File: config.mk
export PLATFORM = sky130hd
export DESIGN_NAME = margin_dac_channel_regs
export DESIGN_NICKNAME = d
export VERILOG_FILES = /design/src/margin_code_clamp.v /design/src/margin_dac_channel_regs.v
export VERILOG_INCLUDE_DIRS = /design/src
export SDC_FILE = /design/constraint.sdc
export NUM_CORES = 1
export LEC_CHECK = 0
export ABC_AREA = 1
export BUFFER_PORTS_ARGS = -buffer_cell sky130_fd_sc_hd__buf_4
export CORE_UTILIZATION = 29
export DETAILED_ROUTE_END_ITERATION = 10
export GPL_ROUTABILITY_DRIVEN = 1
export PLACE_DENSITY = 0.49
export REMOVE_ABC_BUFFERS = 1
export SYNTH_ARGS = -nofsm -noshare
export SYNTH_HDL_FRONTEND = slang
export SYNTH_SLANG_ARGS = --single-unit
File: constraint.sdc
create_clock -name clk -period 3.5 [get_ports clk]
set_clock_uncertainty 0.2 [all_clocks]
set_input_delay 0.35 -clock clk [delete_from_list [all_inputs] [get_ports clk]]
set_output_delay 0.35 -clock clk [all_outputs]
set_load 0.02 [all_outputs]
File: src/margin_dac_map.vh
`ifndef MARGIN_DAC_MAP_VH
`define MARGIN_DAC_MAP_VH

`define ADDR_CONTROL 8'h52
`define ADDR_CODE 8'h5a
`define ADDR_UPPER 8'h62
`define ADDR_LOWER 8'h6a

`define CTRL_ENABLE_BIT 2
`define CTRL_SELECT_HI 1
`define CTRL_SELECT_LO 0
`define CTRL_RESERVED 5'h00

`define RESET_CONTROL 3'h0
`define RESET_ENABLE 1'h0
`define RESET_SELECT 2'h0
`define CENTER_1V25 8'h7d
`define CENTER_1V00 8'h64
`define CENTER_0V80 8'h50
`define CENTER_0V60 8'h3c
`define RESET_CODE 8'h7f
`define RESET_UPPER 8'hff
`define RESET_LOWER 8'h00
`define CODE_MIDSCALE 8'h7f
`define READ_UNMAPPED 8'h00

`define SELECT_1V25 2'h0
`define SELECT_1V00 2'h1
`define SELECT_0V80 2'h2
`define SELECT_0V60 2'h3

`endif

File: src/margin_code_clamp.v
`timescale 1ns/1ps
`default_nettype none
`include "margin_dac_map.vh"

module margin_code_clamp (
	input wire [7:0] rawCode,
	input wire [7:0] upperClamp,
	input wire [7:0] lowerClamp,
	input wire enableBit,
	output wire [7:0] clampedCode,
	output wire outputActive
);

	// The upper clamp is tested first; both only matter when the limits are consistent.
	assign clampedCode = (rawCode > upperClamp) ? upperClamp :
		((rawCode < lowerClamp) ? lowerClamp : rawCode);

	// Inverted limits force the output off so no code between them can be driven.
	assign outputActive = enableBit & ~(lowerClamp > upperClamp);

endmodule
`default_nettype wire

File: src/margin_dac_channel_regs.v
`timescale 1ns/1ps
`default_nettype none
`include "margin_dac_map.vh"

module margin_dac_channel_regs (
	input wire clk,
	input wire resetn,
	input wire [7:0] regAddr,
	input wire [7:0] regWrData,
	input wire regWrStb,
	input wire regRdStb,
	output wire [7:0] regRdData,
	output wire channelOutputEnable,
	output wire [1:0] centerVoltageSelect,
	output wire [7:0] effectiveCode,
	output wire [7:0] centerMillivolts
);

	////////////////////////////////////////////////////////////////////////////////
	// Register state and next values.
	reg enable_ff;
	reg nxt_enable;
	reg [1:0] select_ff;
	reg [1:0] nxt_select;
	reg [7:0] code_ff;
	reg [7:0] nxt_code;
	reg [7:0] upper_ff;
	reg [7:0] nxt_upper;
	reg [7:0] lower_ff;
	reg [7:0] nxt_lower;

	// Output stage state and next values.
	reg [7:0] rdData_ff;
	reg [7:0] nxt_rdData;
	reg outEnable_ff;
	reg nxt_outEnable;
	reg [1:0] outSelect_ff;
	reg [1:0] nxt_outSelect;
	reg [7:0] outCode_ff;
	reg [7:0] nxt_outCode;
	reg [7:0] outCenter_ff;
	reg [7:0] nxt_outCenter;

	// Decoded write strobes.
	wire wrControl;
	wire wrCode;
	wire wrUpper;
	wire wrLower;

	// Decoded read strobes.
	wire rdControl;
	wire rdCode;
	wire rdUpper;
	wire rdLower;

	// Clamp results.
	wire [7:0] clampedCode;
	wire outputActive;

	////////////////////////////////////////////////////////////////////////////////
	// True when the bus address selects the given register offset.
	function addr_hit;
		input [7:0] addr;
		input [7:0] target;
		begin
			addr_hit = (addr == target);
		end
	endfunction

	// Center voltage in units of 10 mV, so the four settings fit one byte.
	function [7:0] center_of;
		input [1:0] sel;
		begin
			case (sel)
				`SELECT_1V25: begin
					center_of = `CENTER_1V25;
				end
				`SELECT_1V00: begin
					center_of = `CENTER_1V00;
				end
				`SELECT_0V80: begin
					center_of = `CENTER_0V80;
				end
				`SELECT_0V60: begin
					center_of = `CENTER_0V60;
				end
				default: begin
					center_of = `CENTER_1V25;
				end
			endcase
		end
	endfunction

	// Control byte as software sees it: the reserved bits always read as zero.
	function [7:0] control_view;
		input en;
		input [1:0] sel;
		begin
			control_view = {`CTRL_RESERVED, en, sel};
		end
	endfunction

	////////////////////////////////////////////////////////////////////////////////
	// Writes and reads share one decoder so the two views of the map cannot drift apart.
	assign wrControl = regWrStb & addr_hit(regAddr, `ADDR_CONTROL);
	assign wrCode = regWrStb & addr_hit(regAddr, `ADDR_CODE);
	assign wrUpper = regWrStb & addr_hit(regAddr, `ADDR_UPPER);
	assign wrLower = regWrStb & addr_hit(regAddr, `ADDR_LOWER);

	assign rdControl = regRdStb & addr_hit(regAddr, `ADDR_CONTROL);
	assign rdCode = regRdStb & addr_hit(regAddr, `ADDR_CODE);
	assign rdUpper = regRdStb & addr_hit(regAddr, `ADDR_UPPER);
	assign rdLower = regRdStb & addr_hit(regAddr, `ADDR_LOWER);

	////////////////////////////////////////////////////////////////////////////////
	// Control register. Bits above the enable bit are dropped on write.
	always @* begin
		nxt_enable = enable_ff;
		nxt_select = select_ff;
		if (wrControl) begin
			nxt_enable = regWrData[`CTRL_ENABLE_BIT];
			nxt_select = regWrData[`CTRL_SELECT_HI:`CTRL_SELECT_LO];
		end
	end

	always @(posedge clk or negedge resetn) begin
		if (!resetn) begin
			enable_ff <= `RESET_ENABLE;
			select_ff <= `RESET_SELECT;
		end else begin
			enable_ff <= nxt_enable;
			select_ff <= nxt_select;
		end
	end

	////////////////////////////////////////////////////////////////////////////////
	// Output code register, kept raw; clamping happens downstream.
	always @* begin
		nxt_code = code_ff;
		if (wrCode) begin
			nxt_code = regWrData;
		end
	end

	always @(posedge clk or negedge resetn) begin
		if (!resetn) begin
			code_ff <= `RESET_CODE;
		end else begin
			code_ff <= nxt_code;
		end
	end

	////////////////////////////////////////////////////////////////////////////////
	// Upper clamp register. Reset wide open so a fresh channel is not clamped.
	always @* begin
		nxt_upper = upper_ff;
		if (wrUpper) begin
			nxt_upper = regWrData;
		end
	end

	always @(posedge clk or negedge resetn) begin
		if (!resetn) begin
			upper_ff <= `RESET_UPPER;
		end else begin
			upper_ff <= nxt_upper;
		end
	end

	////////////////////////////////////////////////////////////////////////////////
	// Lower clamp register.
	always @* begin
		nxt_lower = lower_ff;
		if (wrLower) begin
			nxt_lower = regWrData;
		end
	end

	always @(posedge clk or negedge resetn) begin
		if (!resetn) begin
			lower_ff <= `RESET_LOWER;
		end else begin
			lower_ff <= nxt_lower;
		end
	end

	////////////////////////////////////////////////////////////////////////////////
	// Read path. Reads return the raw written values, never the clamped code.
	always @* begin
		nxt_rdData = `READ_UNMAPPED;
		if (rdControl) begin
			nxt_rdData = control_view(enable_ff, select_ff);
		end else if (rdCode) begin
			nxt_rdData = code_ff;
		end else if (rdUpper) begin
			nxt_rdData = upper_ff;
		end else if (rdLower) begin
			nxt_rdData = lower_ff;
		end
	end

	// Read data is valid only in the cycle after the strobe; zero otherwise.
	always @(posedge clk or negedge resetn) begin
		if (!resetn) begin
			rdData_ff <= `READ_UNMAPPED;
		end else begin
			rdData_ff <= nxt_rdData;
		end
	end

	assign regRdData = rdData_ff;

	////////////////////////////////////////////////////////////////////////////////
	// Clamping is combinational, so it follows every write to the code or a limit.
	margin_code_clamp u_clamp (
		.rawCode(code_ff),
		.upperClamp(upper_ff),
		.lowerClamp(lower_ff),
		.enableBit(enable_ff),
		.clampedCode(clampedCode),
		.outputActive(outputActive)
	);

	////////////////////////////////////////////////////////////////////////////////
	// Outputs follow the registers one cycle later, so any write is reflected then.
	// A disabled channel parks at midscale to avoid a stale level on re-enable.
	always @* begin
		nxt_outEnable = outputActive;
		nxt_outSelect = select_ff;
		nxt_outCenter = center_of(select_ff);
		nxt_outCode = `CODE_MIDSCALE;
		if (outputActive) begin
			nxt_outCode = clampedCode;
		end
	end

	always @(posedge clk or negedge resetn) begin
		if (!resetn) begin
			outEnable_ff <= `RESET_ENABLE;
			outSelect_ff <= `SELECT_1V25;
			outCode_ff <= `CODE_MIDSCALE;
			outCenter_ff <= `CENTER_1V25;
		end else begin
			outEnable_ff <= nxt_outEnable;
			outSelect_ff <= nxt_outSelect;
			outCode_ff <= nxt_outCode;
			outCenter_ff <= nxt_outCenter;
		end
	end

	////////////////////////////////////////////////////////////////////////////////
	// Every output comes straight from a flip-flop.
	assign channelOutputEnable = outEnable_ff;
	assign centerVoltageSelect = outSelect_ff;
	assign effectiveCode = outCode_ff;
	assign centerMillivolts = outCenter_ff;

endmodule
`default_nettype wire

# ---- Word-level counts from Yosys, hierarchy flattened
# Index checks and enable logic that the tools add are counted.
dict set report totals {
  regBits 54
  input_bits 20
  out_inout_bits 27
  elab_cells 39
}
dict set report classes {
  order_cmp 3
  eq_ne 7
  mux 8
  bitwise_logic 10
  n_reduce_logical 1
}
# op n
set op_table {}
lappend op_table {{$mux 8} 7}
lappend op_table {{$eq 8x7->1 const B} 4}
lappend op_table {{$pmux 8 s4} 1}
lappend op_table {{$gt 8x8->1} 2}
lappend op_table {{$and 1x1->1} 9}
lappend op_table {{$lt 8x8->1} 1}
lappend op_table {{$eq 2x2->1 const B} 2}
lappend op_table {{$eq 2x1->1 const B} 1}
lappend op_table {{$logic_not 2->1} 1}
lappend op_table {{$not 1->1} 1}

# ---- Longest topological paths before layout
# Gate-level depths: netlist (run 1).
dict set report depth {
  word_depth 6
  ltp_mapped 13
  depth_no_buf 12
}

# ---- By module
# A second synthesis (run 1) with hierarchy kept.
dict set report hier_totals {
  cells_unflattened 354
  hier_area_um2 2951.6
}
# module n_inst cells_each area_per_inst_um2 seq_area_each_um2
set modules_own_cells {}
lappend modules_own_cells {margin_dac_channel_regs 1 215 2137.0 1310.0}
lappend modules_own_cells {margin_code_clamp 1 139 814.5 0.0}

# ---- Least setup slack after synthesis (run 1)
# OpenSTA, ideal clock, no wires.
dict set report synth_timing {
  path_kind {flip-flop to flip-flop}
  from {register upper_ff[1]}
  to {register outCode_ff[4], in the netlist effectiveCode[4]}
  setup_ns 0.060
  arrival_time_ns 1.608
  required_ns 3.240
  path_slack_ns 1.631
  stages_incl_launch_ff 14
  n_path_buf 1
  synth_period_minus_slack_ns 1.869
  cell_sequence {dfstp_2 inv_1 ha_1 inv_1 o21bai_1 nand2_1 nand2_1 nand2_1 nand2_1 nand2_2 buf_6 nor2_1 nor2_1 nand2_1}
}
dict set report synth_via {
  elab_chain_cells 4
  elab_cells_between_ends 6
  classes_between {2 x order compare; 2 x mux; 2 x bitwise}
}
# element line
set synth_lines {}
lappend synth_lines {{start, declared} margin_dac_channel_regs.v:27} ;# reg [7:0] upper_ff;
lappend synth_lines {{start signal, assigned} margin_dac_channel_regs.v:164} ;# upper_ff <= `RESET_UPPER;
lappend synth_lines {{start signal, assigned} margin_dac_channel_regs.v:166} ;# upper_ff <= nxt_upper;
lappend synth_lines {{$gt 8x8->1} margin_code_clamp.v:19} ;# assign outputActive = enableBit & ~(lowerClamp > upperClamp);
lappend synth_lines {{$not 1->1} margin_code_clamp.v:19}
lappend synth_lines {{$and 1x1->1} margin_code_clamp.v:19}
lappend synth_lines {{$mux 8 (*)} margin_dac_channel_regs.v:232} ;# if (outputActive) begin
lappend synth_lines {{via nxt_outCode[4]} margin_dac_channel_regs.v:40} ;# reg [7:0] nxt_outCode;
lappend synth_lines {{end signal, assigned} margin_dac_channel_regs.v:241} ;# outCode_ff <= `CODE_MIDSCALE;
lappend synth_lines {{end signal, assigned} margin_dac_channel_regs.v:246} ;# outCode_ff <= nxt_outCode;
lappend synth_lines {{end, declared} margin_dac_channel_regs.v:39} ;# reg [7:0] outCode_ff;
# Mark *: on every way through the listed nets, which the timed path passes. The rest lies on a longest branch.
# A chain may end at the register's enable or synchronous reset.

# ---- Worst setup path in the final report (run 1)
dict set report layout_timing {
  from {register upper_ff[7]}
  to {register outCode_ff[7], in the netlist effectiveCode[7]}
}
# The elaborated chain is that of the path after synthesis.

==> flow_metrics.py, run 1 <==
metrics = {
    "logic_synthesis": {
        "ys_ff_latch": 51,
        "synth-edff-count": 0,
        "syn_area_sq_mm": 0.002914,
        "yosysTopAreaCellShare_pct": 24.35,
        "synthCells": 329,
        "synth_area_leaders": "dfstp_2 24%, dfrtp_1 21%, ha_1 12%",
        "yosysSeqAreaShare_pct": 44.95,
        "avgSynthCellArea_sq_um": 8.857,
        "synth_top_area_cell": "dfstp_2",
        "synth_common_cells": "82 x nand2_1, 48 x inv_1, 27 x dfstp_2, 27 x ha_1, 24 x dfrtp_1",
        "yosysUniqueCellTypes": 29,
        "yosys_warnings": 0,
        "synthFlopType": "dfstp_2",
        "synth_most_common_cell": "nand2_1",
        "synth-async-reset-ratio_pct": 100.0,
    },
    "sta": {
        "setup_ws_ns": 1.352,
        "slew_viol_final": 0,
        "post-route-period-util_pct": 61.37,
        "rsz0062_at_grt": "false",
        "hold_violations": 0,
        "worst_slew_pin_slew_ns": 0.6646,
        "slew_headroom_pct": 55.69,
        "period_minus_slack_ns": 2.148,
        "setup_viol": 0,
        "fin_setup_tns_ns": 0,
        "fmax_mhz": 465.6,
    },
    "grt": {
        "grt_max_degree": 52,
        "grt_pass1_wl_microns": 11380,
        "track_usage_pct": 14.32,
        "antenna_found_initial": 0,
        "grt_pass1_vias": 2277,
        "grt.overflow.total": 0,
    },
    "setup_path": {
        "worst_setup_path_start_kind": "flop",
        "worstReg2RegEnd": "effectiveCode[7]$_DFF_PN0_",
        "path_class": "flop to flop",
        "arrival_ns": 2.15,
        "ff2ff_setup_slack_ns": 1.35,
        "worstPathMaxFanout": 15,
        "end_kind": "flop",
        "cp_cell_sequence": "inv_1 > ha_1 > a21oi_1 > o21a_1 > nand2_1 > nand2_2 > nand2_1 > nor2_1 > nor2_1",
        "r2r_cells": 9,
        "cp_slowest_cell": "dfstp_2",
        "max_stage_delay_ns": 0.54,
        "regToRegStartpoint": "upper_ff[7]$_DFFE_PN1P_",
        "cp.required_ns": 3.50,
    },
    "layout": {
        "drive_above_1_share_pct": 27.20,
        "finalInstanceArea_sq_mm": 0.003441,
        "nets": 421,
        "antennaDiodeCount": 0,
        "seq_area_sq_mm": 0.001310,
        "fin_util_pct": 35.20,
        "multi_input_area_sq_mm": 0.001344,
        "area_delta_synth_final_pct": 18.08,
        "final_cells": 508,
        "n_fill_cell": 1038,
    },
    "outcome": {
        "status": "complete, no violations",
    },
    "clock_network": {
        "cts_repair_resize_count": 0,
        "clk_latency_ns": 0.30,
        "cts_tree": "built",
        "root_buffer": "clkbuf_8",
        "cts_max_level": 2,
        "cts.sinks": 51,
        "cts_buffers": 5,
        "clk_pin_slew_ns": 0.10,
        "cts_max_path_buffers": 2,
    },
    "floorplan": {
        "die_area_sq_mm": 0.01045,
        "die_x_microns": 102.2,
        "start_util_pct": 29.81,
        "io_pins": 47,
        "die_height_microns": 102.2,
        "rows": 36,
        "coreArea_sq_mm": 0.009774,
    },
    "place": {
        "pre_cts_ws_ns": 1.393,
        "place_inst": 499,
        "place_congestion": 0.8434,
        "dpl_cell_area_sq_mm": 0.003342,
        "dp_hpwl_microns": 4870,
        "portBuffers": 44,
    },
    "pwr": {
        "p_comb_share_pct": 20.5,
        "p_per_area_mw_per_mm2": 363.7,
        "ir_worst_vdd_uv": 151.3,
        "p_leak_nw": 1.729,
        "p_clk_share_pct": 27.4,
        "p_int_uw": 863.5,
        "seqPwrFrac_pct": 52.0,
        "switching_share_pct": 31.00,
        "switchingPower_uw": 388.1,
    },
    "routing": {
        "drtAntennaViolNets": 0,
        "vias": 2230,
        "wl_microns": 6742,
        "post_drt_via_cell_ratio": 4.390,
        "drc_errors": 0,
        "drt_first_pass_iters": 4,
        "wl_per_cell_microns": 13.27,
        "drt-initial-drc-count": 90,
    },
    "min_path": {
        "hold_end": "upper_ff[2]$_DFFE_PN1P_",
        "holdCritPathClass": "input port to flop",
        "hold_start": "regWrData[2]",
        "whs_path_depth": 3,
    },
    "job": {
        "max_cap_violations": 0,
    },
}
==> placed cells by master (no fill, tap or decap), types with 3 or more instances in the layout <==
master and instances:
nand2_1 82, inv_1 48, buf_4 44, ha_1 27
dfstp_2 27, dfrtp_1 24, nor2_1 21, nand3_1 18
o21ai_1 16, a21oi_1 11, o21ai_0 10, nand2_2 5
o221ai_1 5, clkbuf_8 5, o21a_1 3, inv_2 3
nand3_2 3
==> critical path, delay by kind of cell (launching register included) <==
family | cells | cell delay, ns
DFF | 1 | 0.54
adders and majority gates | 1 | 0.31
AOI/OAI and AO/OA | 2 | 0.37
and+or+nand+nor | 5 | 0.55
buffers and inverters | 1 | 0.08
==> sequential cells by signal, summed over array words and instances, names as in the netlist, 2 cells and up <==
signal               cells
centerMillivolts         5
centerVoltageSelect      2
code_ff                  8
effectiveCode            8
regRdData                8
upper_ff                 8
center_of.sel            2
lower_ff                 8
==> power by group through the flow <==
stage	clock network, mW	logic, mW	registers (mW)
floorplan	0	0.153	0.670
global placement	0	0.253	0.662
detailed placement	0	0.257	0.661
CTS	0.362	0.259	0.652
global route	0.386	0.293	0.656
finish	0.343	0.257	0.651
==> kinds of logic (layout without fill, tap and decap cells) <==
| group | after synthesis | in the layout | share of synthesized area [%] |
|---|---|---|---|
| AND/OR/NAND/NOR | 140 | 140 | 23.74 |
| buffers and inverters | 59 | 104 | 9.059 |
| AO/OA/AOI/OAI | 51 | 51 | 10.52 |
| adder cells (fa/ha/maj) | 27 | 27 | 11.59 |
| flip-flops | 51 | 51 | 44.96 |
| other | 1 | 2 | 0.1287 |
==> worst max-delay path by stage <==
stage / start / endpoint / depth (start not counted)
2_1_floorplan: upper_ff[7]$_DFFE_PN1P_ / effectiveCode[7]$_DFF_PN0_ / 9
3_3_place_gp: upper_ff[7]$_DFFE_PN1P_ / effectiveCode[5]$_DFF_PN1_ / 9
3_5_place_dp: upper_ff[7]$_DFFE_PN1P_ / effectiveCode[3]$_DFF_PN1_ / 9
4_1_cts: upper_ff[7]$_DFFE_PN1P_ / effectiveCode[3]$_DFF_PN1_ / 9
5_1_grt: upper_ff[1]$_DFFE_PN1P_ / effectiveCode[3]$_DFF_PN1_ / 12
6_report: upper_ff[7]$_DFFE_PN1P_ / effectiveCode[7]$_DFF_PN0_ / 9
==> per-layer routing <==
layer	wire length [microns]	vias up	global-route usage (%)
met4	117	0	5.055
li1	-	1141	-
met2	3216	42	24.16
met3	216	10	2.052
met5	0	-	0
met1	3191	1037	18.70
==> area by class of cell <==
cell class / instances / area share, %
repair buffers: 45 / 9.891
well taps: 133 / 4.836
inverters: 51 / 5.564
clock inverters: 3 / 0.5818
multi-input cells: 220 / 39.05
flip-flops and latches: 51 / 38.07
clock buffers: 5 / 2.000
==> through the flow <==
stage	total power, mW	hold slack, ns
final	1.252	0.06224
after global routing	1.334	0.06279
after CTS	1.273	0.05487
after detailed placement	0.9186	0.2417
after global placement	0.9152	0.2346
after floorplan	0.8232	-0.1456
==> timing repair <==
item,4_1_cts,5_1_grt
hold endpoints to repair,24,0
setup buffers,0,0
setup endpoints to repair,0,0
hold buffers,1,0
Note: power is estimated with default switching activity, not from simulation.
==> run 2, diff against run 1 <==
- clock period: 3.5 -> 2.1 ns (I/O delays scaled with it)
==> flow_metrics.py, run 2 (synthesized netlist as in run 1, its figures left out) <==
metrics = {
    "outcome": {
        "status": "complete, no violations",
    },
    "sta": {
        "period_minus_slack_ns": 1.975,
        "fmax_mhz": 506.3,
        "slew_headroom_pct": 57.44,
        "hold_violations": 0,
        "slew_viol_final": 0,
        "worst_slew_pin_slew_ns": 0.6384,
        "post-route-period-util_pct": 94.05,
        "fin_hold_ws_ns": 0.1192,
        "setup_viol": 0,
        "rsz0062_at_grt": "false",
    },
    "min_path": {
        "whs_path_depth": 4,
        "hold_start": "regAddr[5]",
        "hold_end": "code_ff[3]$_DFFE_PN1P_",
        "holdCritPathClass": "input port to flop",
    },
    "grt": {
        "grt_pass1_wl_microns": 11300,
        "grt.overflow.total": 0,
        "track_usage_pct": 14.19,
        "antenna_found_initial": 0,
        "grt_pass1_vias": 2268,
        "grt_max_degree": 52,
    },
    "setup_path": {
        "cp.required_ns": 2.11,
        "regToRegStartpoint": "upper_ff[5]$_DFFE_PN1P_",
        "end_kind": "flop",
        "r2r_cells": 9,
        "worstPathMaxFanout": 8,
        "arrival_ns": 1.98,
        "ff2ff_setup_slack_ns": 0.13,
        "worst_setup_path_start_kind": "flop",
        "worstReg2RegEnd": "effectiveCode[7]$_DFF_PN0_",
        "path_class": "flop to flop",
        "cp-startpoint": "upper_ff[5]$_DFFE_PN1P_",
    },
    "pwr": {
        "ir_worst_vdd_uv": 285.5,
        "p_int_mw": 1.514,
        "switchingPower_uw": 667.2,
        "seqPwrFrac_pct": 50.0,
        "p_total_mw": 2.181,
        "p_comb_share_pct": 22.1,
        "p_leak_nw": 1.785,
        "p_clk_share_pct": 28.0,
        "switching_share_pct": 30.59,
        "p_per_area_mw_per_mm2": 593.7,
    },
    "routing": {
        "routed-wl-met3_microns": 261,
        "drc_errors": 0,
        "wl_per_cell_microns": 13.16,
        "drtAntennaViolNets": 0,
        "post_drt_via_cell_ratio": 4.465,
        "maxUsedRoutingLayer": "met4",
        "wl_met1_microns": 3336,
        "wl_met2_microns": 3169,
        "wl_microns": 6881,
        "vias": 2335,
        "drt-initial-drc-count": 57,
        "drt_first_pass_iters": 6,
    },
    "layout": {
        "finalInstanceArea_sq_mm": 0.003674,
        "drive_above_1_share_pct": 32.31,
        "antennaDiodeCount": 0,
        "fin_util_pct": 37.58,
        "final_common_cell": "nand2_1",
        "final_cell_mix": "78 x nand2_1, 50 x buf_4, 44 x inv_1, 27 x dfstp_2, 24 x dfrtp_1",
        "nets": 436,
        "area_delta_synth_final_pct": 26.06,
    },
    "floorplan": {
        "start_util_pct": 29.81,
        "io_pins": 47,
        "die_height_microns": 102.2,
        "coreArea_sq_mm": 0.009774,
        "die_x_microns": 102.2,
        "die_area_sq_mm": 0.01045,
        "rows": 36,
    },
    "clock_network": {
        "cts_tree": "built",
        "clk_latency_ns": 0.31,
        "root_buffer": "clkbuf_8",
        "cts_max_level": 2,
        "postCtsSetupBuffers": 0,
        "cts_buffers": 5,
        "clk_pin_slew_ns": 0.10,
        "cts_max_path_buffers": 2,
        "cts.sinks": 51,
    },
    "place": {
        "dpl_cell_area_sq_mm": 0.003387,
        "portBuffers": 44,
        "dp_hpwl_microns": 4839,
        "place_congestion": 0.8194,
    },
    "job": {
        "max_cap_violations": 0,
    },
}
## run 2: routing by layer
layer / vias to the layer above / global-route usage (%)
li1: 1174 / -
met1: 1103 / 19.64
met2: 50 / 22.35
met3: 8 / 2.599
met4: 0 / 4.615
met5: - / 0
## run 2: how the worst max path moves through the flow
stage                                            end  slack (ns)
final                     effectiveCode[7]$_DFF_PN0_        0.13
after global routing      effectiveCode[6]$_DFF_PN1_       0.002
after CTS                 effectiveCode[5]$_DFF_PN1_        0.04
after detailed placement  effectiveCode[6]$_DFF_PN1_       0.008
after global placement    effectiveCode[3]$_DFF_PN1_   -0.000003
after floorplan           effectiveCode[7]$_DFF_PN0_        0.25
## run 2: critical path, stage by stage (launching register included)
cell and delay, ns:
dfstp_2 0.55, inv_2 0.05, ha_4 0.26, nand2_1 0.08, nor2_4 0.12, nand4_1 0.22
nand2_4 0.20, nand2_1 0.07, nor2_1 0.08, nor2_1 0.04
## run 2: power groups by stage
stage / clock (mW) / combinational (mW) / sequential (mW)
6_report: 0.610 / 0.482 / 1.09
3_5_place_dp: 0 / 0.446 / 1.10
4_1_cts: 0.635 / 0.461 / 1.09
3_3_place_gp: 0 / 0.441 / 1.10
2_1_floorplan: 0 / 0.255 / 1.12
5_1_grt: 0.681 / 0.545 / 1.10
## run 2: final cells by class
cell class | instances | area, sq um
Fill cell | 1022 | 6101
Inverter | 51 | 191.4
Clock inverter | 2 | 16.27
Tap cell | 133 | 166.4
Sequential cell | 51 | 1310
Multi-Input combinational cell | 221 | 1441
Timing Repair Buffer | 59 | 465.4
Clock buffer | 6 | 82.58
## run 2: timing repair
action / 4_1_cts / 5_1_grt
hold endpoints to repair: 45 / 0
endpoints found under the setup margin: 8 / 9
cloned: 0 / 1
pin swaps: 0 / 3
hold buffers: 9 / 0
resized for setup: 2 / 19
## run 2: metrics by stage
step | std cells | TNS (ns) | setup slack, ns
floorplan | 322 | 0 | 0.2513
global placement | 505 | -0.000002998 | -0.000002998
detailed placement | 505 | 0 | 0.008087
CTS | 522 | 0 | 0.03657
global route | 523 | 0 | 0.001594
finish | 523 | 0 | 0.1250
